**config.mk**
```make
export PLATFORM = sky130hd
export DESIGN_NAME = iws_sequencer
export DESIGN_NICKNAME = d
export VERILOG_FILES = /design/src/verilog/iws_pkg.sv /design/src/verilog/iws_sequencer.sv /design/src/verilog/iws_sync.sv
export SDC_FILE = /design/constraint.sdc
export NUM_CORES = 1
export LEC_CHECK = 0
export BUFFER_PORTS_ARGS = -buffer_cell sky130_fd_sc_hd__clkbuf_2
export CAP_MARGIN = 20
export CORE_AREA = 4 4 78 80
export CTS_BUF_LIST = sky130_fd_sc_hd__clkbuf_2
export CTS_CLUSTER_DIAMETER = 30
export DETAILED_ROUTE_END_ITERATION = 6
export DIE_AREA = 0 0 82 84
export GPL_TIMING_DRIVEN = 1
export PLACE_DENSITY_LB_ADDON = 0.05
export SYNTH_ARGS = -nofsm -noshare
export SYNTH_HDL_FRONTEND = slang
export SYNTH_SLANG_ARGS = --single-unit
```
**constraint.sdc**
```tcl
create_clock -name ref_clk -period 3.2 [get_ports ref_clk]
set_input_delay 0.32 -clock ref_clk [delete_from_list [all_inputs] [get_ports ref_clk]]
set_output_delay 0.32 -clock ref_clk [all_outputs]
set_load 0.01 [all_outputs]
```
**src/verilog/iws_pkg.sv**
```systemverilog
// package: constants and types for the idle and wake sequencer
package iws_pkg;

    // idle configuration field positions
    localparam int CFG_W = 8;
    localparam int BIT_CPU = 0;
    localparam int BIT_MEM = 1;
    localparam int BIT_EXT = 2;
    localparam int BIT_DAT = 3;
    localparam int BIT_INS = 4;
    localparam int BIT_COP = 5;
    localparam int BIT_DEEP = 6;
    localparam logic [CFG_W-1:0] CPU_DOMAIN_MASK = 8'h3F;
    localparam logic [CFG_W-1:0] CFG_RESET = 8'h00;

    // register index map
    localparam int ADDR_W = 4;
    localparam int DATA_W = 16;
    localparam logic [ADDR_W-1:0] ADR_IDLE_CFG = 4'h0;
    localparam logic [ADDR_W-1:0] ADR_IDLE_STATE = 4'h1;
    localparam logic [ADDR_W-1:0] ADR_WAKE_EN = 4'h2;
    localparam logic [ADDR_W-1:0] ADR_STATUS = 4'h3;

    // wake sources
    localparam int WAKE_N = 5;
    localparam int WK_PIN = 0;
    localparam int WK_RTC = 1;
    localparam int WK_EXT0 = 2;
    localparam int WK_EXT1 = 3;
    localparam int WK_PERIPH = 4;
    localparam logic [WAKE_N-1:0] WAKE_EN_RESET = 5'h00;

    // clock restart settle time before the service routine is fetched
    localparam int RESTART_NS = 20;
    localparam int CLK_PERIOD_NS = 5;
    localparam int RESTART_CYC = (RESTART_NS + CLK_PERIOD_NS - 1) / CLK_PERIOD_NS;

    typedef enum logic [3:0] {
        IWS_RUN = 4'b0001,
        IWS_SLEEP = 4'b0010,
        IWS_WAKE = 4'b0100,
        IWS_RESUME = 4'b1000
    } iws_state_e;

    // gated clock enables for the cpu domain
    typedef struct packed {
        logic cpu;
        logic mem_port;
        logic ext_port;
        logic data_port;
        logic instr_port;
        logic coproc;
    } iws_clk_s;

    // busy flags of the memory port masters
    typedef struct packed {
        logic usb_dma_engine;
        logic lcd;
        logic dma;
    } iws_busy_s;

endpackage

```
**src/verilog/iws_sequencer.sv**
```systemverilog
// idle entry and wake-up sequencer for the cpu clock domain
//
// What this block does
// - idle instruction copies configuration into status latch
// - status bits stop or run cpu-domain clocks
// - idle never issued paired with another instruction
// - memory port runs while dma masters busy
// - enabled wake interrupt restores cpu, runs handler
// - after handler, resume at the idle point
// - hardware reset ends idle, full reset
// - light sleep keeps clock generator and power on
// - accept pin, rtc, external, peripheral, reset wakes
`timescale 1ns/10ps
module iws_sequencer
    import iws_pkg::*;
#(
    parameter int RESTART_CYCLES = RESTART_CYC
) (
    // clock and reset
    input wire logic ref_clk,
    input wire logic nrst,
    // register port
    input wire logic [ADDR_W-1:0] reg_addr,
    input wire logic [DATA_W-1:0] reg_wdata,
    input wire logic reg_wr,
    input wire logic reg_rd,
    output logic [DATA_W-1:0] reg_rdata,
    // cpu side
    input wire logic idle_exec,
    input wire logic idle_paired,
    input wire logic isr_return,
    output logic wake_irq,
    output logic resume_at_idle,
    output logic cpu_halted,
    // memory port masters, same clock
    input wire iws_busy_s port_busy,
    // wake sources from pins and other domains
    input wire logic wake_pin,
    input wire logic rtc_irq,
    input wire logic ext_irq0,
    input wire logic ext_irq1,
    input wire logic periph_irq,
    // clock domain controls
    output iws_clk_s clk_en,
    output logic clkgen_keep
);

    iws_state_e state;
    iws_state_e next_state;
    logic [CFG_W-1:0] idle_config_reg;
    logic [CFG_W-1:0] idle_state_latch;
    logic [WAKE_N-1:0] wake_en;
    logic [WAKE_N-1:0] wake_sync;
    logic [WAKE_N-1:0] wake_seen;
    logic [7:0] settle_cnt;
    logic paired_err;

    function automatic logic bit_on(input logic [CFG_W-1:0] v, input int idx);
        return v[idx];
    endfunction

    iws_sync #(
        .WIDTH(WAKE_N)
    ) u_wake_sync (
        .ref_clk(ref_clk),
        .nrst(nrst),
        .async_in({periph_irq, ext_irq1, ext_irq0, rtc_irq, wake_pin}),
        .sync_out(wake_sync)
    );

    // decode
    wire cfg_wr = reg_wr && (reg_addr == ADR_IDLE_CFG);
    wire en_wr = reg_wr && (reg_addr == ADR_WAKE_EN);
    wire idle_ok = idle_exec && !idle_paired;
    wire wake_hit = |(wake_sync & wake_en);
    wire in_run = (state == IWS_RUN);
    wire in_sleep = (state == IWS_SLEEP);
    wire take_idle = in_run && idle_ok;
    wire wake_now = in_sleep && wake_hit;
    wire settle_done = (settle_cnt == 8'(RESTART_CYCLES - 1));
    wire masters_busy = |port_busy;

    // state progression
    always_comb begin
        next_state = state;
        case (state)
            IWS_RUN: begin
                if (take_idle) begin
                    next_state = IWS_SLEEP;
                end
            end
            IWS_SLEEP: begin
                if (wake_hit) begin
                    next_state = IWS_WAKE;
                end
            end
            IWS_WAKE: begin
                if (settle_done) begin
                    next_state = IWS_RESUME;
                end
            end
            IWS_RESUME: begin
                if (isr_return) begin
                    next_state = IWS_RUN;
                end
            end
            default: begin
                next_state = IWS_RUN;
            end
        endcase
    end

    // status latch: loaded on idle, cpu bits cleared on wake
    wire [CFG_W-1:0] next_latch = take_idle ? idle_config_reg :
        wake_now ? (idle_state_latch & ~CPU_DOMAIN_MASK) : idle_state_latch;

    // clock enables from latch bits
    iws_clk_s next_clk_en;
    assign next_clk_en.cpu = !bit_on(next_latch, BIT_CPU);
    assign next_clk_en.mem_port = !bit_on(next_latch, BIT_MEM) || masters_busy;
    assign next_clk_en.ext_port = !bit_on(next_latch, BIT_EXT);
    assign next_clk_en.data_port = !bit_on(next_latch, BIT_DAT);
    assign next_clk_en.instr_port = !bit_on(next_latch, BIT_INS);
    assign next_clk_en.coproc = !bit_on(next_latch, BIT_COP);
    // light sleep leaves the generator running; deep sleep may drop it
    wire next_clkgen_keep = !(bit_on(next_latch, BIT_DEEP) && next_state == IWS_SLEEP);

    wire [WAKE_N-1:0] next_seen = wake_now ? (wake_sync & wake_en) : wake_seen;

    // read mux
    wire [DATA_W-1:0] rd_cfg = DATA_W'(idle_config_reg);
    wire [DATA_W-1:0] rd_state = DATA_W'(idle_state_latch);
    wire [DATA_W-1:0] rd_en = DATA_W'(wake_en);
    // sticky paired-idle error sits in the top bit, where software clears it
    wire [DATA_W-1:0] rd_stat = {
        paired_err,
        {(DATA_W - 1 - WAKE_N - $bits(iws_state_e)){1'b0}},
        wake_seen,
        state
    };
    wire [DATA_W-1:0] next_rdata = !reg_rd ? '0 :
        (reg_addr == ADR_IDLE_CFG) ? rd_cfg :
        (reg_addr == ADR_IDLE_STATE) ? rd_state :
        (reg_addr == ADR_WAKE_EN) ? rd_en :
        (reg_addr == ADR_STATUS) ? rd_stat : '0;

    // hardware reset clears the registers but enables every clock, nothing survives from before idle
    always_ff @(posedge ref_clk or negedge nrst) begin
        if (!nrst) begin
            state <= IWS_RUN;
            idle_config_reg <= CFG_RESET;
            idle_state_latch <= CFG_RESET;
            wake_en <= WAKE_EN_RESET;
            wake_seen <= '0;
            clk_en <= '1;
            clkgen_keep <= 1'b1;
            reg_rdata <= '0;
        end else begin
            state <= next_state;
            idle_state_latch <= next_latch;
            clk_en <= next_clk_en;
            clkgen_keep <= next_clkgen_keep;
            wake_seen <= next_seen;
            reg_rdata <= next_rdata;
            if (cfg_wr) begin
                idle_config_reg <= reg_wdata[CFG_W-1:0];
            end
            if (en_wr) begin
                wake_en <= reg_wdata[WAKE_N-1:0];
            end
        end
    end

    // settle counter, paired-idle sticky error, cpu handshakes
    always_ff @(posedge ref_clk or negedge nrst) begin
        if (!nrst) begin
            settle_cnt <= '0;
            paired_err <= 1'b0;
            wake_irq <= 1'b0;
            resume_at_idle <= 1'b0;
            cpu_halted <= 1'b0;
        end else begin
            settle_cnt <= (state == IWS_WAKE && !settle_done) ? settle_cnt + 8'd1 : '0;
            // set wins over a clear written in the same cycle
            if (in_run && idle_exec && idle_paired) begin
                paired_err <= 1'b1;
            end else if (reg_wr && reg_addr == ADR_STATUS && reg_wdata[DATA_W-1]) begin
                paired_err <= 1'b0;
            end
            wake_irq <= (state == IWS_WAKE) && settle_done;
            resume_at_idle <= (state == IWS_RESUME) && isr_return;
            cpu_halted <= (next_state == IWS_SLEEP);
        end
    end

endmodule

```
**src/verilog/iws_sync.sv**
```systemverilog
// three-stage synchroniser with agree filter for asynchronous wake inputs
`timescale 1ns/10ps
module iws_sync #(
    parameter int WIDTH = 1
) (
    // clock and reset
    input wire logic ref_clk,
    input wire logic nrst,
    // data
    input wire logic [WIDTH-1:0] async_in,
    output logic [WIDTH-1:0] sync_out
);
    logic [WIDTH-1:0] stage1;
    logic [WIDTH-1:0] stage2;
    logic [WIDTH-1:0] stage3;
    wire [WIDTH-1:0] agree = ~(stage2 ^ stage3);
    wire [WIDTH-1:0] next_sync_out = (agree & stage2) | (~agree & sync_out);

    always_ff @(posedge ref_clk or negedge nrst) begin
        if (!nrst) begin
            stage1 <= '0;
            stage2 <= '0;
            stage3 <= '0;
            sync_out <= '0;
        end else begin
            stage1 <= async_in;
            stage2 <= stage1;
            stage3 <= stage2;
            sync_out <= next_sync_out;
        end
    end
endmodule
```
Word level (Yosys, flattened, before mapping)
Index checks and enable logic that the tools add are counted.
{"block": "word_totals", "register_bits": 85, "inputBits": 35, "out_inout_bits": 26, "wordCells": 82}
{"block": "op_classes", "add_sub_neg": 1, "eq_ne": 9, "muxes": 15, "n_bitwise": 7, "reduce_logical": 27}
{"op": "16-bit two-way mux", "n": 5}
{"op": "4-bit by 2-bit equality test with 1-bit output, second input constant", "n": 4}
{"op": "4-bit two-way mux", "n": 4}
{"op": "8-bit two-way mux", "n": 2}
{"op": "4-bit case mux with 4 select lines", "n": 1}
{"op": "5-bit AND", "n": 3}
{"op": "1-bit logical AND", "n": 13}
{"op": "5-bit inverter", "n": 2}
{"op": "1-bit zero test", "n": 9}
{"op": "8-bit by 1-bit adder with 8-bit output, second input constant", "n": 1}
{"op": "4-bit by 1-bit equality test with 1-bit output, second input constant", "n": 2}
{"op": "8-bit by 2-bit equality test with 1-bit output, second input constant", "n": 1}
{"op": "6-bit two-way mux", "n": 1}
{"op": "5-bit bitwise OR", "n": 1}
{"op": "5-bit OR reduction", "n": 1}
{"op": "5-bit bitwise XOR", "n": 1}
{"op": "4-bit by 3-bit equality test with 1-bit output, second input constant", "n": 1}
{"op": "4-bit equality test, second input constant", "n": 1}
{"op": "4-bit zero test", "n": 1}
{"op": "3-bit OR reduction", "n": 1}
{"op": "1-bit two-way mux", "n": 2}
{"op": "2-bit nonzero test", "n": 1}
{"op": "1-bit logical OR", "n": 1}

Longest topological paths before layout
Gate-level depths: netlist of the first run.
{"block": "depth", "word_depth": 8, "mapped_depth": 6, "ltp_nobuf": 4}

Cells and area by module
Synthesis of the first run repeated with hierarchy kept, for this count alone.
{"block": "unflattened", "hier_cells": 256, "area_unflattened_um2": 3214.3}
{"mod": "iws_sequencer", "n_inst": 1, "cells_each": 231, "area_each_um2": 2657.5, "seq_area_each_um2": 1486.4}
{"mod": "iws_sync", "n_inst": 1, "cells_each": 25, "area_each_um2": 556.8, "seq_area_each_um2": 500.5}

Least setup slack after synthesis of the first run
Ideal clock, no wire load.
{"block": "synth_path", "kind": "flip-flop to flip-flop", "start": "register state[3]", "end": "register clkgen_keep", "setup_ns": 0.077, "arrival_time_ns": 1.521, "t_required_ns": 3.123, "path_slack_ns": 1.602, "stages_incl_launch_ff": 5, "path_buffers": 1, "period_less_slack_ns": 1.598, "path_cell_list": "dfrtp_1 > or4b_1 > buf_2 > and3b_2 > a2bb2o_4"}
{"block": "synth_between", "elab_chain_cells": 7, "elab_cells_between_ends": 14, "cone_classes": "5 x eq/ne; 6 x mux; 3 x reduce/logical"}
{"element": "start, declared", "line_no": "iws_sequencer.sv:48", "source": "iws_state_e state;"}
{"element": "start signal, assigned", "line_no": "iws_sequencer.sv:159", "source": "state <= next_state;"}
{"element": "4-bit by 1-bit equality test with 1-bit output", "line_no": "iws_sequencer.sv:76, iws_sequencer.sv:86"}
{"element": "1-bit logical AND", "line_no": "iws_sequencer.sv:78", "source": "wire take_idle = in_run && idle_ok;"}
{"element": "4-bit two-way mux", "line_no": "iws_sequencer.sv:88", "source": "if (take_idle) begin"}
{"element": "4-bit case mux with 4 select lines", "line_no": "iws_sequencer.sv:86", "source": "case (state)"}
{"element": "4-bit by 2-bit equality test with 1-bit output", "line_no": "iws_sequencer.sv:126", "source": "wire next_clkgen_keep = !(bit_on(next_latch, BIT_DEEP) && next_state == IWS_SLEEP);"}
{"element": "1-bit logical AND (*)", "line_no": "iws_sequencer.sv:126"}
{"element": "1-bit zero test (*)", "line_no": "iws_sequencer.sv:126"}
{"element": "via next_clkgen_keep", "line_no": "iws_sequencer.sv:126"}
{"element": "end signal, assigned", "line_no": "iws_sequencer.sv:162", "source": "clkgen_keep <= next_clkgen_keep;"}
{"element": "end, declared", "line_no": "iws_sequencer.sv:45", "source": "output logic clkgen_keep"}
The timed path passes the listed nets; every way through them passes the cells marked *. The select of a mux whose other input is x is not followed.
A chain may end at the register's enable or synchronous reset.

==> results.ini, run 1 <==
[status]
status = completed

[yosys]
yosys.area.top_type = dfrtp_1
synthSimpleGateAreaFrac = 0.110
syn_area_mm2 = 0.00320
synth_top_family_by_area = compound AO/OA/AOI/OAI gates
synth_cell_types = 47
synth_top_area_share = 0.555
synth_edf_count = 0
synth_warnings = 0
synthXorXnorAreaFrac = 0.00821
synth-compound-area-share = 0.153
synthArstFlopShare = 1.00
ys_seq_area_frac = 0.621
muxShareOfSynthArea = 0.0493
synth_cells = 254
synth_seq_cells = 79
synth_ff_type = dfrtp_1
avgSynthCellArea_um2 = 12.6
synth_area_leaders = dfrtp_1 56%, dfstp_2 6.6%, mux2_2 4.9%
synth_adder_area_share = 0.0195

[place]
hpwlAfterDp_mm = 4.32
io_buffers = 47
dp_cells = 364
dpl_cell_area_mm2 = 0.00345
globalplace.congestion = 0.783

[global_route]
gr-usage-all-layers = 0.203
antenna_found_initial = 0
grt_first_pass_wirelength_mm = 10.5
grt_pass1_vias = 2158
grt_overflow = 0
grt_max_degree = 80

[clock_network]
h-tree-depth = 3
clock-sinks = 79
numCtsBuffers = 9
clk_pin_slew_worst_paths_ps = 200
root_buffer = clkbuf_2
tritoncts = done
ctsHoldBuffers = 8
post_cts_resized = 0
ctsLongestPathBuffers = 2
insertion_delay_ps = 500
post-cts-setup-buffers = 0

[sta]
setup_violations = 0
fin_skew_ps = 24.0
fin_tns_setup_ps = 0
hold_viol_final = 0
drv_slew = 0
worst_pin_slew_ps = 935
slew-limit-headroom = 0.377
rsz0062_at_grt = false
clock.fmax_mhz = 474
min_period_over_period = 0.660
period_needed_ps = 2110

[critical_path]
startpoint_type = flip-flop
path_class = flip-flop to flip-flop
worstPathCellList = or4b_1 > a21oi_2 > a2bb2oi_1
crit_fanout = 12
cpPeakStageDelay_ps = 700
regToRegSetupSlack_ps = 1090
slowest_stage = or4b_1
critPathCaptureType = flip-flop
required_ps = 3630
arrival_ps = 2540

[routing]
drc = 0
vias_per_cell = 5.42
drt_iter0_markers = 71
ant_nets = 0
drtPass1Iterations = 4
wl_per_cell_um = 15.8
vias = 2109
drt-total-wl_mm = 6.15

[floorplan]
die_w_um = 82
initial_utilization = 0.592
dieArea_mm2 = 0.00689
rows = 27
die_height_um = 84
coreArea_mm2 = 0.00541
pin_count = 61

[power]
ir_drop_mv = 0.343
p_leak_nw = 1.72
p_per_area_mw_per_mm2 = 606

[final_layout]
drive_gt1_frac = 0.309
largest_register_ffs = 10
nNetsFinal = 348
layout_common_cells = 71 x dfrtp_1, 55 x clkbuf_2, 20 x o21ai_0
diodes = 0
design_area_mm2 = 0.00371
top_register = reg_rdata
area_growth_pct = 15.8
instances_no_fill = 389
final_common_cell = dfrtp_1

[min_path]
hp-class = primary input to flip-flop

[flow_run]
drv_cap = 0

[power breakdown]
part / switching (mW) / internal, mW / leakage (nW)
Sequential: 0.102 / 1.16 / 0.987
Clock: 0.334 / 0.339 / 0.0925
Combinational: 0.156 / 0.153 / 0.645
Total: 0.592 / 1.65 / 1.72
[per-layer routing]
metal  global-route usage  part of all wire  vias up
met1                0.284              0.44     1013
met2                0.303              0.49       54
li1                     -                 -     1031
met5                    0                 0        -
met3               0.0432             0.051       11
met4               0.0921             0.018        0
[Yosys cell counts (4+ instances only)]
master,number
a21o_1,7
a21oi_1,12
a22oi_1,6
a2bb2oi_2,4
buf_4,8
dfrtp_1,71
dfstp_2,8
inv_1,4
maj3_1,5
mux2_2,14
nand2_1,15
nand3_1,6
nor2_1,13
nor3_1,5
o211ai_1,5
o21ai_0,20
o2bb2ai_1,5
[logic make-up after synthesis]
group	Yosys count
other	1
and+or+nand+nor	63
muxes	14
adders and majority gates	6
buffers and inverters	20
AOI/OAI and AO/OA	68
xor gates and xnor gates	3
DFF	79
[area by class of cell]
cell class / instances / area, µm²
clock buffers: 9 / 45.0
clock inverters: 7 / 120
fillers: 406 / 1700
inverters: 5 / 18.8
multi-input cells: 160 / 1110
flip-flops and latches: 79 / 1990
well taps: 72 / 90.1
repair buffers: 57 / 335
[critical path, delay by kind of cell (launching register included)]
kind            cells  cell delay [ps]
compound gates      2              830
simple gates        1              700
flops               1              520
[worst paths after layout]
check | startpoint | end | cells past startpoint
setup / recovery | state[2] | clk_en[5] | 3
hold / removal | isr_return | resume_at_idle | 3
hold reg to reg | u_wake_sync.stage1[1] | u_wake_sync.stage2[1] | 0
setup reg to reg | state[2] | clk_en[5] | 3
max in group asynchronous | nrst | idle_config_reg[2] | 2
min in group asynchronous | nrst | settle_cnt[5] | 2
[through the flow]
stage	power (mW)	worst slack, ps	hold WS (ps)	util
after global placement	1.57	1140	333	0.638
after CTS	2.27	1090	9.71	0.684
after floorplan	1.46	1600	24.4	-
after detailed placement	1.58	1140	335	0.638
after global routing	2.37	970	10.6	0.686
final	2.24	1090	70.5	0.686
Power figures use the tool's default switching activity.
==> inputs of run 2 (changes only) <==
--- a/config.mk
+++ b/config.mk
@@ -5,13 +5,14 @@
 export SDC_FILE = /design/constraint.sdc
 export NUM_CORES = 1
 export LEC_CHECK = 0
+export ABC_AREA = 1
 export BUFFER_PORTS_ARGS = -buffer_cell sky130_fd_sc_hd__clkbuf_2
 export CAP_MARGIN = 20
-export CORE_AREA = 4 4 78 80
+export CORE_AREA = 4 4 85 87
 export CTS_BUF_LIST = sky130_fd_sc_hd__clkbuf_2
 export CTS_CLUSTER_DIAMETER = 30
 export DETAILED_ROUTE_END_ITERATION = 6
-export DIE_AREA = 0 0 82 84
+export DIE_AREA = 0 0 89 91
 export GPL_TIMING_DRIVEN = 1
 export PLACE_DENSITY_LB_ADDON = 0.05
 export SYNTH_ARGS = -nofsm -noshare
==> constraint.sdc (replaced) <==
create_clock -name ref_clk -period 1.7 [get_ports ref_clk]
set_input_delay 0.17 -clock ref_clk [delete_from_list [all_inputs] [get_ports ref_clk]]
set_output_delay 0.17 -clock ref_clk [all_outputs]
set_load 0.01 [all_outputs]
==> run 2 against run 1 <==
Via count grew 16%; synthesized area grew 3.2%; utilization shrank 5.9 points; critical path depth grew 3.
==> results.ini, run 2 <==
[place]
io_buffers = 47
dp_cells = 465
hpwlAfterDp_mm = 4.57
post-place-ws_ps = 303
globalplace.congestion = 0.814

[clock_network]
post_cts_resized = 0
ctsLongestPathBuffers = 2
clk_pin_slew_worst_paths_ps = 180
numCtsBuffers = 9
clock-sinks = 79
insertion_delay_ps = 480
tritoncts = done
h-tree-depth = 3
root_buffer = clkbuf_2

[sta]
min_period_over_period = 0.857
worst_slack_ps = 243
hold_viol_final = 0
clock.fmax_mhz = 686
rsz0062_at_grt = false
period_needed_ps = 1460
fin_skew_ps = 17.1
fin_tns_setup_ps = 0
setup_violations = 0
drv_slew = 0

[power]
switchingPower_mw = 1.27
power_switching_share = 0.292
total_power_mw = 4.34
p_per_area_mw_per_mm2 = 1090
p_leak_nw = 2.03
pwr-share-seq = 0.551
comb_power_share = 0.201
clock_power_share = 0.249
p_int_mw = 3.07
ir_drop_mv = 0.567

[critical_path]
worstPathCellList = dlygate4sd3_1 > clkbuf_2 > nor2_1 > dlygate4sd3_1 > nand3_1 > a21oi_1
critPathCaptureType = flip-flop
r2r-start = state[0]
reg2reg_to = idle_state_latch[5]
crit_fanout = 3
cp_top_family = buffers and inverters
regToRegSetupSlack_ps = 280
rr_worst_depth = 8
path_buf_inv = 3
startpoint_type = primary input
cpPeakStageDelay_ps = 610
critPathMostFrequentCell = dlygate4sd3_1
path_class = primary input to flip-flop
arrival_ps = 1870
required_ps = 2110
slowest_stage = dlygate4sd3_1

[routing]
drt_iter0_markers = 100
ant_nets = 0
drtPass1Iterations = 5
drt-total-wl_mm = 6.42
wl_per_cell_um = 12.7
vias_per_cell = 4.83
vias = 2446
drc = 0

[flow_run]
drv_cap = 0

[final_layout]
final_common_cell = nand2_1
top_register = reg_rdata
fillers = 532
nNetsFinal = 460
drive_gt1_frac = 0.228
instances_no_fill = 506
area_growth_pct = 20.5
layout_common_cells = 77 x nand2_1, 71 x dfrtp_1, 57 x clkbuf_2
largest_register_ffs = 10
diodes = 0

[floorplan]
rows = 29
die_height_um = 91
dieArea_mm2 = 0.00810
coreArea_mm2 = 0.00635
pin_count = 61
die_w_um = 89
initial_utilization = 0.520

[yosys]
synth_warnings = 0
syn_area_mm2 = 0.00330
synth_ff_type = dfrtp_1
yosys.area.top_type = dfrtp_1
ys_seq_area_frac = 0.602
synth_top_area_share = 0.538
synth_area_leaders = dfrtp_1 54%, nand2_1 8.8%, dfstp_2 6.4%
synth_edf_count = 0
synth_most_common_cell = nand2_1
synth_cells = 345
yosys-top-cells-count = 77 x nand2_1, 71 x dfrtp_1, 40 x inv_1
synth_cell_types = 31
synthArstFlopShare = 1.00
synth_seq_cells = 79
avgSynthCellArea_um2 = 9.57

[global_route]
antenna_found_initial = 0
gr-usage-all-layers = 0.180
grt_pass1_vias = 2435
grt_max_degree = 40
grt_first_pass_wirelength_mm = 11.2
grt_overflow = 0

[min_path]
worstHoldStart = reg_addr[1]
hp-class = primary input to flip-flop
hold-path-endpoint = reg_rdata[0]
hold_depth = 3

[status]
status = completed

==> run 2: area by class of cell <==
cell class | count | area, µm² | share of cell area
Multi-Input combinational cell | 214 | 1070 | 0.269
Tap cell | 77 | 96.3 | 0.0242
Sequential cell | 79 | 1990 | 0.499
Clock buffer | 11 | 55.1 | 0.0138
Inverter | 43 | 161 | 0.0406
Timing Repair Buffer | 77 | 538 | 0.135
Clock inverter | 5 | 72.6 | 0.0182
==> run 2: power by group through the flow <==
stage	Clock (mW)	Sequential (mW)	Combinational, mW
after floorplan	0	2.42	0.550
after global placement	0	2.42	0.817
after detailed placement	0	2.43	0.835
after CTS	1.11	2.39	0.883
after global routing	1.20	2.43	1.02
final	1.08	2.39	0.872
==> run 2: stage by stage <==
step / area, µm² / util / hold slack (ps)
after global routing: 3980 / 0.627 / 42.7
after global placement: 3600 / 0.567 / 98.1
after floorplan: 3320 / - / -126
after detailed placement: 3600 / 0.567 / 98.7
final: 3980 / 0.627 / 78.4
after CTS: 3980 / 0.627 / 34.0
==> run 2: logic make-up after synthesis <==
| family | Yosys count | share of synthesized area |
|---|---|---|
| xor gates and xnor gates | 1 | 0.00265 |
| other | 1 | 0.00114 |
| and+or+nand+nor | 144 | 0.194 |
| adders and majority gates | 6 | 0.0189 |
| DFF | 79 | 0.602 |
| buffers and inverters | 57 | 0.0800 |
| AOI/OAI and AO/OA | 57 | 0.102 |
==> run 2: tightest hold or removal path, stage by stage <==
cell,delay (ps)
clkbuf_2,180
nand3_1,120
a21oi_1,60
==> run 2: worst max path at each step <==
stage	start	to	slack [ps]	cells past startpoint
after floorplan	state[0]	idle_state_latch[5]	410	8
after global placement	state[0]	clkgen_keep	330	6
after detailed placement	state[0]	idle_state_latch[0]	300	8
after CTS	state[0]	idle_state_latch[0]	280	8
after global routing	state[0]	idle_state_latch[2]	90	8
final	reg_addr[2]	reg_rdata[0]	240	6
==> run 2: repair_timing <==
action / 4_1_cts / 5_1_grt
hold endpoints to repair: 105 / 0
hold buffers: 25 / 0
setup buffers: 0 / 0
==> run 2: routing by layer <==
metal	GRT usage	share of wire
met1	0.246	0.45
met2	0.279	0.48
met3	0.0353	0.051
met4	0.0744	0.015
met5	0	0
